--- config.mk ---
export PLATFORM = sky130hd
export DESIGN_NAME = strip_input_capture_mask
export DESIGN_NICKNAME = d
export VERILOG_FILES = /design/src/design/strip_input_capture_mask.v /design/src/design/mask_shifter.v /design/src/design/skid_buffer.v
export VERILOG_INCLUDE_DIRS = /design/src /design/src/shared
export SDC_FILE = /design/constraint.sdc
export NUM_CORES = 1
export LEC_CHECK = 0
export ABC_AREA = 1
export ABC_CLOCK_PERIOD_IN_PS = 31400
export BUFFER_PORTS_ARGS = -buffer_cell sky130_fd_sc_hd__buf_2
export CAP_MARGIN = 20
export CORE_MARGIN = 5
export CORE_UTILIZATION = 60
export DETAILED_ROUTE_END_ITERATION = 16
export GPL_TIMING_DRIVEN = 1
export PLACE_DENSITY = 0.78
export SKIP_LAST_GASP = 1
export SYNTH_ARGS = -nofsm -noshare
export SYNTH_HDL_FRONTEND = slang
export SYNTH_SLANG_ARGS = --single-unit
--- constraint.sdc ---
create_clock -name sys_clk -period 31.4 [get_ports sys_clk]
set_input_delay 3.14 -clock sys_clk [delete_from_list [all_inputs] [get_ports sys_clk]]
set_output_delay 3.14 -clock sys_clk [all_outputs]
set_load 0.03 [all_outputs]
--- src/shared/capture_defs.vh ---
// Constants for the strip hit capture and mask block.
// Assumes inclusion by bare name from design files.
`ifndef CAPTURE_DEFS_VH
`define CAPTURE_DEFS_VH
`define CHAN_COUNT        128
`define GROUP_STRIDE      4
`define ADDR_CTRL         4'h0
`define ADDR_STATUS       4'h1
`define ADDR_MASK_BASE    4'h4
`define MASK_WORDS        4
`define CTRL_TEST_EN_BIT  0
`define CTRL_GROUP_LSB    1
`define CTRL_MASK_MODE    3
`define CTRL_FORCE_LVL    4
`define CTRL_RESET        32'h0000_0000
`define MASK_RESET        32'hFFFF_FFFF
`define MODE_NORMAL       1'b0
`define MODE_TEST         1'b1
`endif

--- src/design/strip_input_capture_mask.v ---
// Hit capture, input test forcing and channel mask toward the pipeline.
// Assumes hit pins async to sys_clk; Wishbone master on sys_clk.
//
// The placing of the registers and the Wishbone register port are this design's own decisions.
`timescale 1ns/1ps
`include "capture_defs.vh"
module strip_input_capture_mask #(
    parameter CHANS = `CHAN_COUNT
) (
    input  wire             sys_clk,
    input  wire             rst_b,
    input  wire [CHANS-1:0] hit_in,
    input  wire             cfg_s_in,
    input  wire             cfg_load,
    output wire [1:0]       cal_mode,
    output wire [CHANS-1:0] pipe_data,
    output wire             pipe_valid,
    input  wire             pipe_ready,
    output wire             capture_stall,
    input  wire             wb_cyc_i,
    input  wire             wb_stb_i,
    input  wire             wb_we_i,
    input  wire [3:0]       wb_adr_i,
    input  wire [3:0]       wb_sel_i,
    input  wire [31:0]      wb_dat_i,
    output reg  [31:0]      wb_dat_o,
    output reg              wb_ack_o,
    output reg              wb_err_o
);
    reg  [1:0]       rst_sync_q;
    wire             rst_n;
    reg  [CHANS-1:0] hit_s1_q;
    reg  [CHANS-1:0] hit_s2_q;
    reg  [1:0]       cfg_s1_q;
    reg  [1:0]       cfg_s2_q;
    reg  [31:0]      ctrl_q;
    reg  [CHANS-1:0] mask_q;
    reg  [CHANS-1:0] capture_q;
    reg              cap_valid_q;
    reg  [15:0]      commit_cnt_q;
    wire [CHANS-1:0] shadow;
    wire             commit;
    wire             test_en;
    wire [1:0]       group_sel;
    wire             mask_mode;
    wire             force_lvl;
    wire [CHANS-1:0] forced;
    wire [CHANS-1:0] word_d;
    wire [CHANS-1:0] gated;
    wire             in_ready;
    wire             wb_req;
    wire             wb_hit_mask;
    wire [1:0]       wb_mask_idx;
    integer          i;

    // Byte-lane merge for register writes
    function [31:0] merge_bytes;
        input [31:0] old_v;
        input [31:0] new_v;
        input [3:0]  sel;
        integer      b;
        begin
            merge_bytes = old_v;
            for (b = 0; b < 4; b = b + 1) begin
                if (sel[b]) begin
                    merge_bytes[8*b +: 8] = new_v[8*b +: 8];
                end
            end
        end
    endfunction

    // Release reset through two flops
    always @(posedge sys_clk or negedge rst_b) begin
        if (!rst_b) begin
            rst_sync_q <= 2'b00;
        end else begin
            rst_sync_q <= {rst_sync_q[0], 1'b1};
        end
    end
    assign rst_n = rst_sync_q[1];

    // Pins are async; two flops before any logic looks at them
    always @(posedge sys_clk or negedge rst_n) begin
        if (!rst_n) begin
            hit_s1_q <= {CHANS{1'b0}};
            hit_s2_q <= {CHANS{1'b0}};
            cfg_s1_q <= 2'b00;
            cfg_s2_q <= 2'b00;
        end else begin
            hit_s1_q <= hit_in;
            hit_s2_q <= hit_s1_q;
            cfg_s1_q <= {cfg_load, cfg_s_in};
            cfg_s2_q <= cfg_s1_q;
        end
    end

    assign test_en   = ctrl_q[`CTRL_TEST_EN_BIT];
    assign group_sel = ctrl_q[`CTRL_GROUP_LSB +: 2];
    assign mask_mode = ctrl_q[`CTRL_MASK_MODE];
    assign force_lvl = ctrl_q[`CTRL_FORCE_LVL];
    assign cal_mode  = group_sel;

    // Quarter of the channels forced so pads test without probing all
    genvar g;
    generate
        for (g = 0; g < CHANS; g = g + 1) begin : g_force
            assign forced[g] = (test_en && (g % `GROUP_STRIDE) == group_sel) ?
                               force_lvl : hit_s2_q[g];
        end
    endgenerate

    // Mask bit 0 zeroes its channel in normal mode
    assign gated  = forced & mask_q;
    // Mode 0 gates live hits, mode 1 sends the mask itself
    assign word_d = (mask_mode == `MODE_TEST) ? mask_q : gated;

    mask_shifter #(
        .WIDTH (CHANS)
    ) u_shift (
        .clk      (sys_clk),
        .rst_n    (rst_n),
        .s_in     (cfg_s2_q[0]),
        .load     (cfg_s2_q[1]),
        .shadow_q (shadow),
        .commit   (commit)
    );

    // Input register: one clean clock-wide sample in each cycle that is not stalled
    always @(posedge sys_clk or negedge rst_n) begin
        if (!rst_n) begin
            capture_q   <= {CHANS{1'b0}};
            cap_valid_q <= 1'b0;
        end else if (in_ready || !cap_valid_q) begin
            capture_q   <= word_d;
            cap_valid_q <= 1'b1;
        end
    end

    // Stalled words are held; a sample taken during a stall is dropped
    assign capture_stall = cap_valid_q & ~in_ready;

    skid_buffer #(
        .WIDTH (CHANS)
    ) u_buf (
        .clk       (sys_clk),
        .rst_n     (rst_n),
        .in_valid  (cap_valid_q),
        .in_ready  (in_ready),
        .in_data   (capture_q),
        .out_valid (pipe_valid),
        .out_ready (pipe_ready),
        .out_data  (pipe_data)
    );

    // Wishbone slave, single-cycle ack after request
    assign wb_req      = wb_cyc_i & wb_stb_i & ~wb_ack_o & ~wb_err_o;
    assign wb_hit_mask = (wb_adr_i >= `ADDR_MASK_BASE) &&
                         (wb_adr_i < `ADDR_MASK_BASE + `MASK_WORDS);
    assign wb_mask_idx = wb_adr_i[1:0];

    always @(posedge sys_clk or negedge rst_n) begin
        if (!rst_n) begin
            ctrl_q       <= `CTRL_RESET;
            mask_q       <= {CHANS{1'b1}};
            commit_cnt_q <= 16'h0000;
            wb_ack_o     <= 1'b0;
            wb_err_o     <= 1'b0;
            wb_dat_o     <= 32'h0000_0000;
        end else begin
            wb_ack_o <= 1'b0;
            wb_err_o <= 1'b0;
            if (commit) begin
                mask_q       <= shadow;
                commit_cnt_q <= commit_cnt_q + 16'h0001;
            end
            if (wb_req) begin
                if (wb_adr_i == `ADDR_CTRL) begin
                    wb_ack_o <= 1'b1;
                    wb_dat_o <= {27'h0, ctrl_q[4:0]};
                    if (wb_we_i) begin
                        ctrl_q <= merge_bytes(ctrl_q, wb_dat_i, wb_sel_i) & 32'h0000_001F;
                    end
                end else if (wb_adr_i == `ADDR_STATUS) begin
                    wb_ack_o <= 1'b1;
                    wb_dat_o <= {14'h0, in_ready, pipe_valid, commit_cnt_q};
                end else if (wb_hit_mask) begin
                    wb_ack_o <= 1'b1;
                    wb_dat_o <= mask_q[32*wb_mask_idx +: 32];
                    if (wb_we_i && !commit) begin
                        for (i = 0; i < 4; i = i + 1) begin
                            if (wb_mask_idx == i[1:0]) begin
                                mask_q[32*i +: 32] <= merge_bytes(mask_q[32*i +: 32],
                                                      wb_dat_i, wb_sel_i);
                            end
                        end
                    end
                end else begin
                    wb_err_o <= 1'b1;
                    wb_dat_o <= 32'h0000_0000;
                end
            end
        end
    end
endmodule // strip_input_capture_mask

--- src/design/mask_shifter.v ---
// Serial configuration path for the channel mask.
// Assumes s_in and load already synchronised to sys_clk.
`timescale 1ns/1ps
`include "capture_defs.vh"
module mask_shifter #(
    parameter WIDTH = `CHAN_COUNT
) (
    input  wire             clk,
    input  wire             rst_n,
    input  wire             s_in,
    input  wire             load,
    output reg  [WIDTH-1:0] shadow_q,
    output wire             commit
);
    reg load_q;
    // Commit on the rising edge of the load strobe only
    assign commit = load & ~load_q;
    always @(posedge clk or negedge rst_n) begin
        if (!rst_n) begin
            shadow_q <= {WIDTH{1'b1}};
            load_q   <= 1'b0;
        end else begin
            load_q   <= load;
            shadow_q <= {shadow_q[WIDTH-2:0], s_in};
        end
    end
endmodule // mask_shifter

--- src/design/skid_buffer.v ---
// Two-entry buffer with valid/ready on both sides.
// Assumes one clock and a synchronous consumer.
`timescale 1ns/1ps
module skid_buffer #(
    parameter WIDTH = 128
) (
    input  wire             clk,
    input  wire             rst_n,
    input  wire             in_valid,
    output wire             in_ready,
    input  wire [WIDTH-1:0] in_data,
    output wire             out_valid,
    input  wire             out_ready,
    output wire [WIDTH-1:0] out_data
);
    reg [WIDTH-1:0] mem_q [0:1];
    reg             wr_q;
    reg             rd_q;
    reg [1:0]       cnt_q;
    wire            push;
    wire            pop;
    assign in_ready  = (cnt_q != 2'h2);
    assign out_valid = (cnt_q != 2'h0);
    assign out_data  = mem_q[rd_q];
    assign push      = in_valid & in_ready;
    assign pop       = out_valid & out_ready;
    always @(posedge clk) begin
        if (push) begin
            mem_q[wr_q] <= in_data;
        end
    end
    always @(posedge clk or negedge rst_n) begin
        if (!rst_n) begin
            wr_q  <= 1'b0;
            rd_q  <= 1'b0;
            cnt_q <= 2'h0;
        end else begin
            if (push) begin
                wr_q <= ~wr_q;
            end
            if (pop) begin
                rd_q <= ~rd_q;
            end
            cnt_q <= cnt_q + {1'b0, push} - {1'b0, pop};
        end
    end
endmodule // skid_buffer

======== Yosys cells after proc, flatten, opt, wreduce, memory -nomap -nowiden ========
Memory sizes are Yosys's and may differ from the RTL's.
Cells that the tools add are included.
word-level totals
  word-level logic and storage cells ...... 248
  register bits ........................... 707
  RAM bits ................................ 256
  output and inout port bits .............. 166
  memories kept ........................... 1
  input bits .............................. 176
memory list
  memory       depth  bits a word  rd ports  clocked after memory_dff  write ports  line              source
  u_buf.mem_q  2      128          1         0                         1            skid_buffer.v:16  reg [WIDTH-1:0] mem_q [0:1];
operators by class
  add/sub/neg operators ................... 3
  reductions and logical operators ........ 14
  equal/unequal tests ..................... 24
  muxes and demuxes ....................... 156
  shift operators ......................... 1
  order comparisons ....................... 2
  bitwise operators ....................... 14
operator list
  kind                                                                number
  two-way mux 128 bit                                                 7
  two-way mux 32 bit                                                  7
  two-way mux 1 bit                                                   138
  AND 128 bit                                                         1
  variable part select 128 x 8 -> 32 bit                              1
  inequality test 7 bit (second input constant)                       16
  two-way mux 8 bit                                                   4
  adder 16 x 1 -> 16 bit (second input constant)                      1
  AND 1 bit                                                           7
  logical AND 1 bit                                                   6
  inverter 1 bit                                                      6
  equality test 2 bit (first input constant)                          2
  equality test 2 bit (second input constant)                         2
  equality test 4 x 1 -> 1 bit (second input constant)                1
  greater-or-equal comparator 4 x 3 -> 1 bit (second input constant)  1
  zero test 2 bit                                                     2
  zero test 4 bit                                                     1
  less-than comparator 4 bit (second input constant)                  1
  AND reduction 4 bit                                                 1
  adder 2 x 1 -> 2 bit                                                1
  equality test 1 x 2 -> 1 bit (first input constant)                 1
  equality test 2 x 1 -> 1 bit (second input constant)                1
  zero test 1 bit                                                     2
  inequality test 2 bit (second input constant)                       1
  3 further kinds                                                     3

======== Logic depth before layout (Yosys ltp) ========
  depth in word-level cells ............... 9
  mapped depth ............................ 11
  gate-level depth less buffers ........... 10

======== Modules after synthesis ========
A second synthesis with hierarchy kept.
unflattened totals
  cells, all modules ...................... 3820
  area, all modules ....................... 37469.7 sq um
by module, submodules not included
  module                    times used  cells each  seq. area each (sq um)  area each (sq um)
  strip_input_capture_mask  1           2989        14523.9                 24567.3
  skid_buffer               1           700         7787.5                  9504.1
  mask_shifter              1           131         3388.2                  3398.3

======== Worst setup path before layout ========
Ideal clock, no wire load.
  path kind ............................... register to register
  start point ............................. reg u_buf.cnt_q[1]
  end point ............................... mem u_buf.mem_q[1][0] (enable)
  setup time .............................. 618 ps
  arrival ................................. 5906 ps
  slack ................................... 24877 ps
  stages on the path, launching flop included .. 4
  cells stage by stage .................... dfrtp_1 nand2_1 nand2_1 nor2_1
on the way
  word-level cells in the longest chain between the ends .. 4
ends and longest elaborated chain
  element                                  line              source
  start, declared                          skid_buffer.v:19  reg [1:0] cnt_q;
  start signal, assigned                   skid_buffer.v:44  cnt_q <= cnt_q + {1'b0, push} - {1'b0, pop};
  inequality test 2 bit                    skid_buffer.v:22  assign in_ready = (cnt_q != 2'h2);
  AND 1 bit                                skid_buffer.v:25  assign push = in_valid & in_ready;
  two-way mux 1 bit                        skid_buffer.v:28  if (push) begin
  two-way mux 1 bit (implied by the code)  skid_buffer.v:29  mem_q[wr_q] <= in_data;
  end, declared                            skid_buffer.v:16
No other way between the ends.

======== Final worst setup path ========
  start point ............................. reg u_buf.rd_q
  end point ............................... out pipe_data[111]
on the way
  word-level cells in the longest chain between the ends .. 1
ends and longest elaborated chain
  element                    line                           source
  start, declared            skid_buffer.v:18               reg rd_q;
  start signal, assigned     skid_buffer.v:42               rd_q <= ~rd_q;
  memory read (2 x 128 bit)  n/a
  end, declared              strip_input_capture_mask.v:16  output wire [CHANS-1:0] pipe_data,
No other way between the ends.

==> metrics.cfg <==
[sta]
rsz0062_at_grt=false
clock.fmax_mhz=146
post-route-period-util_pct=21.8
hold_violations=0
tightest_slew_ns=1.10
setup_slack_ns=24.57
finClkSkew_ns=0.0209
setup_tns_ns=0
drv_slew=0
relSlewSlack_pct=26.9
fin_crit_ns=6.83
setup_viol=0

[clock_tree]
cts_root_buf=clkbuf_16
cts_inserted_buffers=93
clock-sinks=963
clock_latency_ns=0.66
cts_hold_buffers=0
clk_pin_slew_ns=0.07
cts_resized=0
cts_tree=built
cts_setup_buffers=0
clock_path_buffers=3
h-tree-depth=3

[layout]
drive_gt1_share_pct=22.0
finish.utilization_pct=69.8
fin_nets=4046
final_area_um2=42000
layout.cells.non_filler=4735
n_fill_cell=4256
area_delta_synth_final_pct=15.5

[setup_path]
reg2reg_to=capture_q[75]
path_class=register to output pin
crit_arrival_ns=3.69
rr_worst_depth=3
cp_top_family=buffers and inverters
endpoint_kind=output pin
r2r_setup_slack_ns=27.99
path_buf_inv=3
max_stage_delay_ns=1.03
crit_cells=5
crit_chain=clkinv_2 > buf_4 > nand2_1 > nand2_1 > buf_2
cp_slowest_cell=dfrtp_4
required_ns=28.26
cp-start-kind=register
cp-endpoint=pipe_data[111]
cpMostUsedCell=nand2_1
r2r_start=rst_sync_q[1]
startpoint=u_buf.rd_q
cp_max_fo=87

[synthesis]
yosysSeqAreaShare_pct=70.6
synth-seq-cells=963
ys_warn_count=0
synth_compound_area_share_pct=4.19
synthMuxAreaShare_pct=0
synthXorXnorAreaFrac_pct=0.385
synthCells=3547
syn_avg_cell_area_um2=10.3
synth_top_family_by_area=simple AND/OR/NAND/NOR gates
synth_cell_types=37
synthAdderAreaFrac_pct=0.103
synth-simple-area-share_pct=20.2
syn_area_um2=36400

[placed_design]
pre_cts_ws_ns=25.19
io_buffers=341
gp_congestion=1.01
dp.cells=4551
dp_hpwl_um=74200
place_area_um2=38700

[floorplan]
rows=90
pin_count=342
die_y_um=256
die_w_um=256
dieArea_um2=65700
start_util_pct=60.4
coreArea_um2=60200

[route]
vias=26200
wl_per_cell_um=22.9
drc=0
wl_um=108000
drtPass1Iterations=6
final_antenna_net_count=0
dr.first_iter.drc_count=3209
via_per_inst=5.54

[power_and_ir_drop]
comb_power_share_pct=20.0
leakage_nw=20.9
power.share.sequential_pct=45.7
p_per_area_nw_per_um2=81.4
irDropWorstVdd_uv=48.4
switchingPower_w=0.00111
p_int_w=0.00231
p_sw_share_pct=32.6
clkPwrFrac_pct=34.3

[grt]
grt_overflow=0
grt_pass1_vias=25900
antenna_found_initial=9
grt_first_pass_wirelength_um=162000
grt_max_degree=172
grt_usage_pct=32.8

[min_path]
hp-start=hit_s1_q[86]
hp-class=register to register

[job]
drv_cap=0

[outcome]
outcome=finished clean

==> stage by stage <==
step | power [W] | hold slack [ns]
2_1_floorplan | 0.00201 | 0.331
3_3_place_gp | 0.00224 | 0.332
3_5_place_dp | 0.00226 | 0.335
4_1_cts | 0.00343 | 0.343
5_1_grt | 0.00355 | 0.349
6_report | 0.00342 | 0.342
==> area by class of cell <==
| class | count | area (µm²) | area share [%] |
|---|---|---|---|
| timing repair buffer | 370 | 1970 | 4.70 |
| inverter | 261 | 985 | 2.34 |
| multi-input combinational | 2178 | 9130 | 21.7 |
| clock buffer | 125 | 2700 | 6.43 |
| antenna | 6 | 15.0 | 0.0357 |
| tap | 782 | 978 | 2.33 |
| sequential | 963 | 25700 | 61.1 |
| clock inverter | 50 | 547 | 1.30 |
==> worst min-delay path by stage <==
| stage | endpoint | slack (ns) | cells after the start |
|---|---|---|---|
| after floorplan | cfg_s2_q[0] | 0.33 | 0 |
| after global placement | hit_s2_q[88] | 0.33 | 0 |
| after detailed placement | hit_s2_q[105] | 0.33 | 0 |
| after CTS | hit_s2_q[43] | 0.34 | 0 |
| after global routing | u_shift.shadow_q[20] | 0.35 | 0 |
| final | hit_s2_q[86] | 0.34 | 0 |
==> logic make-up after synthesis <==
logic type | Yosys count
xor gates and xnor gates | 16
and+or+nand+nor | 1866
AOI/OAI and AO/OA | 291
DFF | 963
adders and majority gates | 3
buffers and inverters | 407
other | 1
==> state kept, by name, indices dropped and copies added, names as in the netlist, 2 cells and up <==
name              flops
u_buf.mem_q         256
u_shift.shadow_q    128
commit_cnt_q         16
hit_s2_q            128
cfg_s2_q              2
hit_s1_q            128
rst_sync_q            2
capture_q           128
mask_q              128
ctrl_q                5
u_buf.cnt_q           2
wb_dat_o             32
cfg_s1_q              2
==> placed cells by master (no fill, tap or decap), types with 9 or more instances in the layout <==
master / synthesis / routed
buf_2: 23 / 341
clkinv_1: 2 / 9
or2_2: 33 / 33
bufinv_16: 0 / 9
nand2_2: 7 / 11
nand3_1: 85 / 84
xor2_1: 9 / 9
clkbuf_1: 91 / 12
o21ai_0: 127 / 127
inv_1: 254 / 252
o21ai_1: 86 / 86
edfxtp_1: 256 / 256
buf_4: 10 / 25
dfrtp_1: 451 / 449
clkbuf_8: 0 / 15
a21oi_1: 56 / 55
dfstp_2: 256 / 256
clkbuf_16: 0 / 98
nand2_1: 1515 / 1511
nor2_1: 198 / 196
clkinv_2: 0 / 23
==> metal layers <==
layer	vias to the layer above	wire length, µm	GRT usage (%)
met5	-	27	0
met4	4	5780	15.4
met3	286	12100	8.85
met2	1519	49300	49.2
met1	12700	41100	45.5
li1	11700	-	-
==> synthesized netlist by cell type <==
cell type  number  share of area [%]
nor2_2          3              0.052
nand4_1         3              0.052
o21ai_0       127                1.7
clkbuf_1       91               0.94
nor2_1        198                2.0
nand3b_1        1              0.021
nor3_2          2              0.055
dfstp_2       256                 18
buf_1          16               0.16
xnor2_1         7               0.17
xor2_1          9               0.22
nand3_2         1              0.027
o21ai_2         7               0.17
a21oi_1        56               0.77
buf_2          23               0.32
nand4_2         1              0.034
nand2_1      1515                 16
o2111ai_1       6               0.14
conb_1          1              0.010
nand3_1        85                1.2
a31oi_1         1              0.017
nor4_1          1              0.017
o21ai_1        86                1.2
a22oi_1         8               0.16
ha_1            3               0.10
buf_6           6               0.19
dfrtp_1       451                 31
buf_4          10               0.21
nor2_4          6               0.19
nand2_4         8               0.25
or2_2          33               0.57
clkinv_1        2              0.021
inv_2           5              0.052
edfxtp_1      256                 21
nor3_1          2              0.027
inv_1         254                2.6
nand2_2         7               0.12
==> power groups by stage <==
stage	combinational, W	sequential (W)	clock, W
floorplan	0.000446	0.00156	0
global placement	0.000667	0.00158	0
detailed placement	0.000678	0.00158	0
CTS	0.000685	0.00156	0.00118
global route	0.000738	0.00158	0.00124
finish	0.000685	0.00157	0.00117
(Power assumes the default switching activity.)
